[config.mk]
export PLATFORM = sky130hd
export DESIGN_NAME = osccc_top
export DESIGN_NICKNAME = d
export VERILOG_FILES = /design/src/logic/osccc_pkg.sv /design/src/logic/osccc_top.sv
export VERILOG_INCLUDE_DIRS = /design/src /design/src/logic
export SDC_FILE = /design/constraint.sdc
export NUM_CORES = 1
export LEC_CHECK = 0
export BUFFER_PORTS_ARGS = -buffer_cell sky130_fd_sc_hd__buf_2
export CAP_MARGIN = 10
export CORE_AREA = 5 5 109 111
export DETAILED_ROUTE_END_ITERATION = 16
export DIE_AREA = 0 0 114 116
export GPL_TIMING_DRIVEN = 0
export PLACE_DENSITY = 0.66
export SLEW_MARGIN = 30
export SYNTH_ARGS = -nofsm -noshare
export SYNTH_HDL_FRONTEND = slang
export SYNTH_SLANG_ARGS = --single-unit
[constraint.sdc]
create_clock -name i_clk_sys -period 2.35 [get_ports i_clk_sys]
set_input_delay 0.1175 -clock i_clk_sys [delete_from_list [all_inputs] [get_ports i_clk_sys]]
set_output_delay 0.1175 -clock i_clk_sys [all_outputs]
set_load 0.02 [all_outputs]
[src/logic/osccc_cfg.svh]
// Register indices, field positions, reset values and masks of the oscillator clock control.
// Assumes it is included by the package, the top module and the bench of this block only.
`ifndef OSCCC_CFG_SVH
`define OSCCC_CFG_SVH

// ==========================================================================
// Register indices (byte address is four times the index)
`define OSCCC_IDX_CLOCK_CONFIG    10'h0E2
`define OSCCC_IDX_MAIN_OSC_TRIM   10'h0E8
`define OSCCC_IDX_LOW_OSC_TRIM    10'h0E9
`define OSCCC_IDX_SYS_STATUS      10'h0FE
`define OSCCC_IDX_IRQ_STATUS      10'h0F0
`define OSCCC_IDX_IRQ_MASK        10'h0F1
`define OSCCC_IDX_AUX_CTRL        10'h0F2

// ==========================================================================
// Reset values
`define OSCCC_RST_CLOCK_CONFIG    8'h00
`define OSCCC_RST_MAIN_OSC_TRIM   8'h00
`define OSCCC_RST_LOW_OSC_TRIM    8'h18
`define OSCCC_RST_RANGE           2'h0

// ==========================================================================
// Field positions and writable masks
`define OSCCC_CC_FAST_EN          4
`define OSCCC_CC_EXT_SEL          2
`define OSCCC_CC_WMASK            8'h14
`define OSCCC_LT_BIAS_OFF         6
`define OSCCC_LT_RATE_SEL         5
`define OSCCC_LT_WMASK            8'h6F
`define OSCCC_SS_BOOT_REP         7
`define OSCCC_SS_RANGE_HI         4
`define OSCCC_SS_RANGE_LO         3
`define OSCCC_SS_RAM_RED          0
`define OSCCC_AUX_DBL_DIS         0

// ==========================================================================
// Range codes and interrupt events
`define OSCCC_RANGE_12MHZ         2'h0
`define OSCCC_RANGE_6MHZ          2'h1
`define OSCCC_RANGE_24MHZ         2'h2
`define OSCCC_RANGE_RESERVED_BIT          2'h3
`define OSCCC_EV_RANGE_CHG        0
`define OSCCC_EV_RANGE_RESERVED_BIT       1
`define OSCCC_EV_BOOT_REP         2
`define OSCCC_EV_EXT_CHG          3
`define OSCCC_NUM_EV              4

// ==========================================================================
// Bus answers
`define OSCCC_RESP_OKAY           2'h0
`define OSCCC_RESP_SLVERR         2'h2

`endif

[src/logic/osccc_pkg.sv]
// Types of the oscillator clock control: bus carriers, register select and module state.
// Assumes the constants header of the block is found on the include path.
`default_nettype none
`include "osccc_cfg.svh"

package osccc_pkg;

	// ======================================================================
	// AXI4-Lite carriers
	typedef struct packed {
		logic [11:0] awaddr;
		logic        awvalid;
		logic [31:0] wdata;
		logic [3:0]  wstrb;
		logic        wvalid;
		logic        bready;
		logic [11:0] araddr;
		logic        arvalid;
		logic        rready;
	} osccc_axi_req_s;

	typedef struct packed {
		logic        awready;
		logic        wready;
		logic        bvalid;
		logic [1:0]  bresp;
		logic        arready;
		logic        rvalid;
		logic [31:0] rdata;
		logic [1:0]  rresp;
	} osccc_axi_rsp_s;

	// ======================================================================
	// Register select
	typedef enum logic [2:0] {
		OSCCC_R_NONE  = 3'h0,
		OSCCC_R_CC    = 3'h1,
		OSCCC_R_MT    = 3'h2,
		OSCCC_R_LT    = 3'h3,
		OSCCC_R_SS    = 3'h4,
		OSCCC_R_IST   = 3'h5,
		OSCCC_R_IMSK  = 3'h6,
		OSCCC_R_AUX   = 3'h7
	} osccc_reg_e;

	// ======================================================================
	// Whole module state
	typedef struct packed {
		osccc_axi_rsp_s              rsp;
		logic                        aw_have;
		logic                        w_have;
		logic [11:0]                 aw_addr;
		logic [31:0]                 w_data;
		logic [3:0]                  w_strb;
		logic [7:0]                  clk_cfg;
		logic [7:0]                  main_trim;
		logic [7:0]                  low_trim;
		logic [1:0]                  range;
		logic                        ram_reduce;
		logic                        boot_flag;
		logic [1:0]                  boot_cnt;
		logic [`OSCCC_NUM_EV-1:0]    irq_status;
		logic [`OSCCC_NUM_EV-1:0]    irq_mask;
		logic                        dbl_dis;
		logic                        bias_en;
		logic                        ext_sync;
		logic                        irq;
	} osccc_state_s;

endpackage : osccc_pkg
`default_nettype wire

[src/logic/osccc_top.sv]
// Register front end of the on-chip clock sources: main oscillator range and trim,
// external clock select, fast clock enable, low-speed oscillator settings and boot status.
// Assumes an AXI4-Lite master on the same clock and analogue oscillators that obey the outputs.
//
// Our own choice: the AXI4-Lite register port.
`timescale 1ns/1ps
`default_nettype none
`include "osccc_cfg.svh"

// Functional notes
// - Range code 00 gives 12 MHz, 01 gives 6 MHz, 10 gives 24 MHz.
// - A range write takes effect at once, with no settling delay.
// - Main oscillator trim is eight bits, bit 0 least significant.
// - Boot loads the factory main oscillator trim before user code.
// - Without external select the main oscillator drives the system clock.
// - External select makes the external input the clock source; all syncs follow.
// - Fast clock enable bit turns the 48 MHz clock on or off.
// - Boot repeat flag is set when the boot routine ran more than once.
// - RAM init reduce zero clears full RAM after watchdog reset; one clears minimum.
// - Low-speed rate bit set gives 1 kHz, clear gives 32 kHz.
// - Bias-off bit high removes the bias when the low-speed oscillator is down.
// - Low-speed trim is loaded from the factory value at boot.
// - Low-speed oscillator clocks sleep and watchdog and feeds digital blocks.
// - The clock doubler has a disable control to save power.
module osccc_top (
	input  wire logic                  i_clk_sys,
	input  wire logic                  i_rstn,
	input  wire osccc_pkg::osccc_axi_req_s i_axi,
	output var  osccc_pkg::osccc_axi_rsp_s o_axi,
	input  wire logic                  i_boot_load,
	input  wire logic                  i_boot_pass,
	input  wire logic [7:0]            i_main_trim_factory,
	input  wire logic [3:0]            i_low_trim_factory,
	input  wire logic                  i_low_osc_powerdown,
	output logic [1:0]                 o_range_select,
	output logic [7:0]                 o_main_osc_trim,
	output logic                       o_system_clock_src_ext,
	output logic                       o_low_osc_sync_ext,
	output logic                       o_fast_clock_enable,
	output logic                       o_doubler_enable,
	output logic                       o_low_osc_rate_select,
	output logic                       o_bias_off_on_powerdown,
	output logic                       o_low_osc_bias_en,
	output logic [3:0]                 o_low_osc_trim,
	output logic                       o_low_osc_enable,
	output logic                       o_ram_init_reduce,
	output logic                       o_ram_clear_full,
	output logic                       o_boot_repeat_flag,
	output logic                       o_irq
);
	import osccc_pkg::*;

	osccc_state_s st_ff;
	osccc_state_s nxt_st;

	logic                     aw_fire;
	logic                     w_fire;
	logic                     ar_fire;
	logic                     wr_go;
	logic [11:0]              wr_addr;
	logic [31:0]              wr_data;
	logic                     wr_lane0;
	osccc_reg_e               wr_sel;
	osccc_reg_e               rd_sel;
	logic [7:0]               rd_byte;
	logic [1:0]               new_range;
	logic [`OSCCC_NUM_EV-1:0] ev;
	logic [`OSCCC_NUM_EV-1:0] ist_clr;

	// ======================================================================
	// Address decode shared by reads and writes.
	function automatic osccc_reg_e reg_decode(input logic [11:0] addr);
		logic [9:0] idx;
		idx = addr[11:2];
		unique case (idx)
			`OSCCC_IDX_CLOCK_CONFIG:  reg_decode = OSCCC_R_CC;
			`OSCCC_IDX_MAIN_OSC_TRIM: reg_decode = OSCCC_R_MT;
			`OSCCC_IDX_LOW_OSC_TRIM:  reg_decode = OSCCC_R_LT;
			`OSCCC_IDX_SYS_STATUS:    reg_decode = OSCCC_R_SS;
			`OSCCC_IDX_IRQ_STATUS:    reg_decode = OSCCC_R_IST;
			`OSCCC_IDX_IRQ_MASK:      reg_decode = OSCCC_R_IMSK;
			`OSCCC_IDX_AUX_CTRL:      reg_decode = OSCCC_R_AUX;
			default:                  reg_decode = OSCCC_R_NONE;
		endcase
	endfunction : reg_decode

	// ======================================================================
	// Next state.
	always_comb begin
		nxt_st   = st_ff;
		aw_fire  = i_axi.awvalid & st_ff.rsp.awready;
		w_fire   = i_axi.wvalid & st_ff.rsp.wready;
		ar_fire  = i_axi.arvalid & st_ff.rsp.arready;
		wr_addr  = st_ff.aw_have ? st_ff.aw_addr : i_axi.awaddr;
		wr_data  = st_ff.w_have ? st_ff.w_data : i_axi.wdata;
		wr_lane0 = st_ff.w_have ? st_ff.w_strb[0] : i_axi.wstrb[0];
		wr_go    = (st_ff.aw_have | aw_fire) & (st_ff.w_have | w_fire) & ~st_ff.rsp.bvalid;
		wr_sel   = reg_decode(wr_addr);
		rd_sel   = reg_decode(i_axi.araddr);
		new_range = wr_data[`OSCCC_SS_RANGE_HI:`OSCCC_SS_RANGE_LO];
		ev       = '0;
		ist_clr  = '0;

		// Write address and data are taken in either order and held.
		if (aw_fire) begin
			nxt_st.aw_have     = 1'b1;
			nxt_st.aw_addr     = i_axi.awaddr;
			nxt_st.rsp.awready = 1'b0;
		end
		if (w_fire) begin
			nxt_st.w_have     = 1'b1;
			nxt_st.w_data     = i_axi.wdata;
			nxt_st.w_strb     = i_axi.wstrb;
			nxt_st.rsp.wready = 1'b0;
		end
		if (st_ff.rsp.bvalid & i_axi.bready) begin
			nxt_st.rsp.bvalid  = 1'b0;
			nxt_st.rsp.awready = 1'b1;
			nxt_st.rsp.wready  = 1'b1;
		end

		if (wr_go) begin
			nxt_st.aw_have     = 1'b0;
			nxt_st.w_have      = 1'b0;
			nxt_st.rsp.awready = 1'b0;
			nxt_st.rsp.wready  = 1'b0;
			nxt_st.rsp.bvalid  = 1'b1;
			nxt_st.rsp.bresp   = (wr_sel == OSCCC_R_NONE) ? `OSCCC_RESP_SLVERR : `OSCCC_RESP_OKAY;
			if (wr_lane0) begin
				unique case (wr_sel)
					OSCCC_R_CC: begin
						// Reserved bit 1 and other unused bits stay zero.
						nxt_st.clk_cfg = wr_data[7:0] & `OSCCC_CC_WMASK;
						if (wr_data[`OSCCC_CC_EXT_SEL] != st_ff.clk_cfg[`OSCCC_CC_EXT_SEL]) begin
							ev[`OSCCC_EV_EXT_CHG] = 1'b1;
						end
					end
					OSCCC_R_MT: begin
						nxt_st.main_trim = wr_data[7:0];
					end
					OSCCC_R_LT: begin
						nxt_st.low_trim = (st_ff.low_trim & ~`OSCCC_LT_WMASK)
							| (wr_data[7:0] & `OSCCC_LT_WMASK);
					end
					OSCCC_R_SS: begin
						nxt_st.ram_reduce = wr_data[`OSCCC_SS_RAM_RED];
						if (new_range == `OSCCC_RANGE_RESERVED_BIT) begin
							ev[`OSCCC_EV_RANGE_RESERVED_BIT] = 1'b1;
						end else begin
							nxt_st.range = new_range;
							ev[`OSCCC_EV_RANGE_CHG] = (new_range != st_ff.range);
						end
					end
					OSCCC_R_IST: begin
						ist_clr = wr_data[`OSCCC_NUM_EV-1:0];
					end
					OSCCC_R_IMSK: begin
						nxt_st.irq_mask = wr_data[`OSCCC_NUM_EV-1:0];
					end
					OSCCC_R_AUX: begin
						nxt_st.dbl_dis = wr_data[`OSCCC_AUX_DBL_DIS];
					end
					OSCCC_R_NONE: begin
						nxt_st.dbl_dis = st_ff.dbl_dis;
					end
				endcase
			end
		end

		// Read answers one cycle after the address is taken.
		unique case (rd_sel)
			OSCCC_R_CC:   rd_byte = st_ff.clk_cfg;
			OSCCC_R_MT:   rd_byte = st_ff.main_trim;
			OSCCC_R_LT:   rd_byte = st_ff.low_trim;
			OSCCC_R_SS:   rd_byte = {st_ff.boot_flag, 2'h0, st_ff.range, 2'h0, st_ff.ram_reduce};
			OSCCC_R_IST:  rd_byte = {4'h0, st_ff.irq_status};
			OSCCC_R_IMSK: rd_byte = {4'h0, st_ff.irq_mask};
			OSCCC_R_AUX:  rd_byte = {7'h00, st_ff.dbl_dis};
			OSCCC_R_NONE: rd_byte = 8'h00;
		endcase
		if (ar_fire) begin
			nxt_st.rsp.arready = 1'b0;
			nxt_st.rsp.rvalid  = 1'b1;
			nxt_st.rsp.rdata   = {24'h000000, rd_byte};
			nxt_st.rsp.rresp   = (rd_sel == OSCCC_R_NONE) ? `OSCCC_RESP_SLVERR : `OSCCC_RESP_OKAY;
		end
		if (st_ff.rsp.rvalid & i_axi.rready) begin
			nxt_st.rsp.rvalid  = 1'b0;
			nxt_st.rsp.arready = 1'b1;
		end

		// Boot loads factory trims; boot writes win over a bus write in the same cycle.
		if (i_boot_load) begin
			nxt_st.main_trim     = i_main_trim_factory;
			nxt_st.low_trim[3:0] = i_low_trim_factory;
		end
		if (i_boot_pass) begin
			if (st_ff.boot_cnt != 2'h3) begin
				nxt_st.boot_cnt = st_ff.boot_cnt + 2'h1;
			end
			if (st_ff.boot_cnt != 2'h0) begin
				nxt_st.boot_flag = 1'b1;
				ev[`OSCCC_EV_BOOT_REP] = ~st_ff.boot_flag;
			end
		end

		// A new event wins over a clear in the same cycle.
		nxt_st.irq_status = (st_ff.irq_status & ~ist_clr) | ev;
		nxt_st.irq        = |(nxt_st.irq_status & nxt_st.irq_mask);

		nxt_st.bias_en  = ~(i_low_osc_powerdown & nxt_st.low_trim[`OSCCC_LT_BIAS_OFF]);
		nxt_st.ext_sync = nxt_st.clk_cfg[`OSCCC_CC_EXT_SEL];
	end

	// ======================================================================
	// State register.
	always_ff @(posedge i_clk_sys) begin
		if (!i_rstn) begin
			st_ff             <= '0;
			st_ff.rsp.awready <= 1'b1;
			st_ff.rsp.wready  <= 1'b1;
			st_ff.rsp.arready <= 1'b1;
			st_ff.clk_cfg     <= `OSCCC_RST_CLOCK_CONFIG;
			st_ff.main_trim   <= `OSCCC_RST_MAIN_OSC_TRIM;
			st_ff.low_trim    <= `OSCCC_RST_LOW_OSC_TRIM;
			st_ff.range       <= `OSCCC_RST_RANGE;
			st_ff.bias_en     <= 1'b1;
		end else begin
			st_ff <= nxt_st;
		end
	end

	// ======================================================================
	// Outputs, all taken from the state register.
	assign o_axi                   = st_ff.rsp;
	assign o_range_select          = st_ff.range;
	assign o_main_osc_trim         = st_ff.main_trim;
	assign o_system_clock_src_ext        = st_ff.clk_cfg[`OSCCC_CC_EXT_SEL];
	assign o_low_osc_sync_ext      = st_ff.ext_sync;
	assign o_fast_clock_enable     = st_ff.clk_cfg[`OSCCC_CC_FAST_EN];
	assign o_doubler_enable        = ~st_ff.dbl_dis;
	assign o_low_osc_rate_select   = st_ff.low_trim[`OSCCC_LT_RATE_SEL];
	assign o_bias_off_on_powerdown = st_ff.low_trim[`OSCCC_LT_BIAS_OFF];
	assign o_low_osc_bias_en       = st_ff.bias_en;
	assign o_low_osc_trim          = st_ff.low_trim[3:0];
	// The low-speed oscillator stays on for sleep, watchdog and the digital blocks unless powered down with the bias-off bit set.
	assign o_low_osc_enable        = st_ff.bias_en | ~st_ff.low_trim[`OSCCC_LT_BIAS_OFF];
	assign o_ram_init_reduce       = st_ff.ram_reduce;
	assign o_ram_clear_full        = ~st_ff.ram_reduce;
	assign o_boot_repeat_flag      = st_ff.boot_flag;
	assign o_irq                   = st_ff.irq;

	logic ss_wr;
	logic ss_legal_wr;
	assign ss_wr       = wr_go & wr_lane0 & (wr_sel == OSCCC_R_SS) & ~i_boot_load;
	assign ss_legal_wr = ss_wr & (new_range != `OSCCC_RANGE_RESERVED_BIT);
endmodule : osccc_top
`default_nettype wire

Word-level counts from Yosys, hierarchy flattened
Cells that the tools add are included.
{"block": "word_totals", "register_bits": 75, "latch_bits": 0, "ram_bits": 0, "mem_bits_ro": 0, "in_bits": 82, "output_inout_bits": 67, "elab_cells": 145, "n_memories": 0}
{"block": "classes", "n_addsub": 1, "n_mul": 0, "div": 0, "magnitude_cmp": 0, "eq_ne": 32, "n_shift": 0, "n_mux": 38, "bitwise": 24, "n_reduce_logical": 22}
{"cell": "10-bit by 8-bit equality test with 1-bit output, second input constant", "count": 14}
{"cell": "8-bit one-hot mux with 8 select lines", "count": 1}
{"cell": "3-bit one-hot mux with 7 select lines", "count": 2}
{"cell": "19-bit 2-to-1 mux", "count": 2}
{"cell": "8-bit 2-to-1 mux", "count": 4}
{"cell": "3-bit equality test, second input constant", "count": 8}
{"cell": "4-bit 2-to-1 mux", "count": 5}
{"cell": "3-bit AND reduction", "count": 6}
{"cell": "5-bit 2-to-1 mux", "count": 3}
{"cell": "3-bit by 2-bit equality test with 1-bit output, second input constant", "count": 4}
{"cell": "1-bit 2-to-1 mux", "count": 12}
{"cell": "12-bit 2-to-1 mux", "count": 1}
{"cell": "2-bit 2-to-1 mux", "count": 6}
{"cell": "2-bit nonzero test", "count": 6}
{"cell": "1-bit bitwise AND", "count": 8}
{"cell": "4-bit bitwise AND", "count": 2}
{"cell": "1-bit inverter", "count": 8}
{"cell": "8-bit by 7-bit bitwise OR with 8-bit output", "count": 1}
{"cell": "3-bit by 1-bit equality test with 1-bit output, second input constant", "count": 2}
{"cell": "3-bit logical NOT", "count": 2}
{"cell": "3-bit 2-to-1 mux", "count": 2}
{"cell": "3-bit nonzero test", "count": 2}
{"cell": "4-bit inverter", "count": 1}
{"cell": "4-bit bitwise OR", "count": 1}
{"cell": "other kinds (10)", "count": 14}

Depth between registers and ports, before layout
{"block": "depth", "ltp_word": 12, "ltp_mapped": 9, "ltp_nobuf": 7}

Worst setup path before layout
OpenSTA, ideal clock, no wires.
{"block": "synth_path", "kind": "reg2reg", "startpoint": "reg st_ff[91] in the netlist's numbering", "endpoint": "reg st_ff (netlist bit o_low_osc_bias_en)", "setup_ps": 132, "t_arrival_ps": 2168, "required_ps": 2218, "slack_ps": 50, "path_stages_with_launch": 8, "n_path_buf": 1, "period_less_slack_ps": 2300, "path_cell_list": "dfxtp_1 -> buf_4 -> or3_4 -> a22o_1 -> a31oi_4 -> and4bb_4 -> mux2_1 -> nand3b_1"}
{"block": "synth_between", "elab_chain_len": 9, "elab_cells_between_ends": 18, "classes_between": "eq/ne (8); mux (5); bitwise (5)"}
{"item": "start: declaration", "line": "osccc_top.sv:53", "text": "osccc_state_s st_ff;"}
{"item": "start signal: assignment", "line": "osccc_top.sv:229", "text": "st_ff <= nxt_st;"}
{"item": "12-bit 2-to-1 mux", "line": "osccc_top.sv:94", "text": "wr_addr = st_ff.aw_have ? st_ff.aw_addr : i_axi.awaddr;"}
{"item": "10-bit by 8-bit equality test with 1-bit output", "line": "osccc_top.sv:75", "text": "unique case (idx)"}
{"item": "3-bit one-hot mux with 7 select lines", "line": "osccc_top.sv:75"}
{"item": "3-bit by 2-bit equality test with 1-bit output", "line": "osccc_top.sv:130", "text": "unique case (wr_sel)"}
{"item": "8-bit 2-to-1 mux", "line": "osccc_top.sv:130"}
{"item": "19-bit 2-to-1 mux", "line": "osccc_top.sv:129", "text": "if (wr_lane0) begin"}
{"item": "19-bit 2-to-1 mux (*)", "line": "osccc_top.sv:122", "text": "if (wr_go) begin"}
{"item": "1-bit bitwise AND (*)", "line": "osccc_top.sv:211", "text": "nxt_st.bias_en = ~(i_low_osc_powerdown & nxt_st.low_trim[`OSCCC_LT_BIAS_OFF]);"}
{"item": "1-bit inverter (*)", "line": "osccc_top.sv:211"}
Mark *: on every way between the ends. The rest lies on a longest branch, timed or not. The select of a mux whose other input is x is not followed.
A chain may end at the register's enable or synchronous reset.

Worst setup path after layout
Same ends and word-level chain as after synthesis.

==> PnR_summary.wiki <==
{| class="wikitable"
! Metric !! Value
|-
| Result of the run || finished, final reports clean
|-
| Initial antenna violation count || 0
|-
| Ant diodes || 0
|-
| Count of input and output buffers || 86
|-
| Arrival time of the worst setup path || roughly 2.5 ns
|-
| Wire length of the first global-routing pass || 18500 um
|-
| Die Height || 116 um
|-
| Setup violation total in the final timing report || 0
|-
| Post-synth top area share || 34.0%
|-
| Total grt overflow || 0
|-
| Smallest hold slack || 0.00952 ns
|-
| Max Clock Freq || 444 MHz
|-
| Min-delay worst type || primary input to flop
|-
| Storage cell area || 1380 sq um
|-
| Mean post-synth cell area || 8.09 sq um
|-
| CORE AREA || 10700 sq um
|-
| Number of remaining DRC errors || 0
|-
| Setup Total Neg Slack || 0 ns
|-
| Buffer levels on the longest clock path || 2
|-
| Share of synthesized flip-flops with an asynchronous set or reset || 0%
|-
| TritonRoute pass-1 iters || 4
|-
| VDD IR max || about 0.3 mV
|-
| Via density per instance || 5.11
|-
| Share of final-layout standard cells stronger than drive strength 1 || 32.7%
|-
| Total standard cell area after synthesis || around 4100 sq um
|-
| Post-detailed-route wirelength per cell || 15.0 um
|-
| Remaining antenna violation count || 0
|-
| Cell types with the largest area share after synthesis || dfxtp_1 (34%), buf_4 (11%), nand2_1 (5.9%)
|-
| Detailed-route wire length || 11700 um
|-
| Clk sinks || 69
|-
| Cell leakage power || 2.22 nW
|-
| Headroom to the max-slew limit || 35.7%
|-
| Worst-Skew Late Latency || 0.35 ns
|-
| Total of fill cells in the finished design || 1099
|-
| Floorplan die area || around 13000 sq um
|-
| Number of flip-flops and latches in the synthesized netlist || 69
|-
| Area growth from synthesis to layout || 28.3%
|-
| Clock tree from TritonCTS || done
|-
| Part of the Yosys area used for sequential elements || 34.0%
|-
| Period Utilization, post-route || 95.8%
|-
| Clock-pin transition on the worst setup and hold timing paths || around 0.080 ns
|-
| Number of hold violations in the final report || 0
|-
| DPL Wire Length || between 9000 and 10000 um
|-
| Number of global-route vias before repair || approximately 3800
|-
| CTS H-tree depth || 3
|-
| Count of flip-flops with a built-in enable after synthesis || 0
|-
| Synth Flop Type || dfxtp_1
|-
| Most frequent cell after synthesis || dfxtp_1
|-
| Power Dens Cells || 593 nW/um^2
|-
| Clock buffer count from CTS || 9
|-
| Maximum fanout along the worst path || 5
|-
| Initial core utilization || 38.0%
|-
| Die Wd || 114 um
|-
| Area occupied by multi-input gates || around 2300 sq um
|-
| Category of the most critical setup path || flop to flop
|-
| CP Launch Type || flop
|-
| Vias after detailed routing || 3983
|-
| Data required time at the worst endpoint || 2.57 ns
|-
| Number of warnings printed during yosys synthesis || 0
|-
| Total count of max-transition violations in the final report || 0
|-
| Number of DRC markers in iteration 0 || between 200 and 250
|-
| Cell at the root of the clock tree || clkbuf_8
|-
| Largest net degree at the start of global routing || 13
|-
| Site row count || 38
|-
| Global placer's final weighted congestion || 0.856
|-
| Cell accounting for the most synthesized area || dfxtp_1
|-
| Worst-Margin Slew || approximately 0.96 ns
|-
| Number of nets in the finished design || 719
|-
| Number of placed I/O pins || approximately 150
|-
| Overall track demand over capacity in global routing || 17.6%
|-
| Distinct cells, synth || 69
|-
| Final core utilization || 48.7%
|-
| Setup repair after global routing missed its margin || false
|-
| Time the worst path needs with I/O delays and setup || 2.25 ns
|-
| Max-cap violation count || 0
|-
| Endpoint type of the worst setup path || flop
|-
| Synth Instances || 502
|-
| Clock skew after layout || 0.0119 ns
|-
| Top cells by instance count after synthesis || dfxtp_1 (69), nand2_1 (64), buf_4 (58), nor2_1 (41), a21oi_1 (38)
|}
-- sequential cells by signal, indices dropped and copies added, names as in the netlist --
signal,flops
o_low_osc_trim,4
o_system_clock_src_ext,1
o_range_select,2
o_boot_repeat_flag,1
o_bias_off_on_powerdown,1
o_fast_clock_enable,1
o_low_osc_rate_select,1
o_ram_init_reduce,1
o_axi,15
o_low_osc_bias_en,1
st_ff,32
o_irq,1
o_main_osc_trim,8
-- layout by cell type (no fill, tap or decap), types with 6 or more instances in the layout --
cell,instances
buf_2,89
dfxtp_1,68
nand2_1,63
buf_4,61
nor2_1,40
a21oi_1,37
conb_1,26
o21ai_0,19
mux2i_1,19
clkbuf_1,17
inv_1,14
nor3_1,12
clkbuf_8,11
nand3_1,10
and2_1,7
nand4_1,7
mux2_2,6
a211oi_1,6
a221oi_1,6
-- worst paths after layout --
check                                from           endpoint  slack (ns)  cells after the start
worst max register to register  st_ff[91]  o_low_osc_bias_en         0.1                      7
worst min register to register  st_ff[47]          st_ff[47]        0.46                      2
worst min-delay path            i_axi[64]          st_ff[89]        0.01                      3
worst max-delay path            st_ff[91]  o_low_osc_bias_en         0.1                      7
-- logic make-up (layout without fill, tap and decap cells) --
logic type | Yosys count | in the layout | share of synthesized area [%]
DFF | 69 | 69 | 34.0
other | 1 | 26 | 0.0924
buffers and inverters | 93 | 206 | 14.1
xor gates and xnor gates | 4 | 4 | 0.863
muxes | 28 | 28 | 7.12
and+or+nand+nor | 191 | 191 | 24.0
adders and majority gates | 2 | 2 | 0.616
AOI/OAI and AO/OA | 114 | 114 | 19.2
-- per-layer routing --
metal  GRT usage (%)  wire, um
met1            22.3      5070
met2            29.0      5570
met3            4.39       842
met4            6.33       250
met5               0         0
-- power by group --
group          leakage (nW)  switching (W)  internal [W]
registers             0.566      0.0000537       0.00123
clock network         0.116       0.000473      0.000657
logic                  1.54       0.000388      0.000283
-- what timing repair did --
| item | in CTS | in global routing |
|---|---|---|
| pin swaps | 3 | 3 |
| resized for setup | 8 | 21 |
| endpoints found under the hold margin | 3 | 1 |
| setup endpoints to repair | 14 | 22 |
| setup buffers | 4 | 2 |
| cloned | 0 | 1 |
| hold buffers | 3 | 1 |
-- worst max-delay path, stage by stage, from the launching register on --
cell,delay [ns]
dfxtp_2,0.33
buf_2,0.15
or3b_2,0.45
a22o_4,0.25
a31oi_4,0.20
and4bb_4,0.28
mux2_4,0.31
nand3b_1,0.15
-- final cells by class --
type,instances,share of cell area (%)
Tap cell,140,3.36
Sequential cell,69,26.5
Timing Repair Buffer,97,10.1
Clock buffer,11,2.91
Buffer,78,10.1
Inverter,15,1.08
Multi-Input combinational cell,365,44.3
Clock inverter,5,1.56
-- per-stage QoR --
step                      instance area (sq um)  std cells  total power (W)  setup WS [ns]
final                                      5210        780          0.00309         0.0976
after global routing                       5210        780          0.00324        0.00692
after CTS                                  5100        776          0.00308       -0.00541
after detailed placement                   4760        753          0.00193         -0.332
after global placement                     4760        753          0.00192         -0.295
after floorplan                            4150        527          0.00175         0.0503
(Power assumes the default switching activity.)
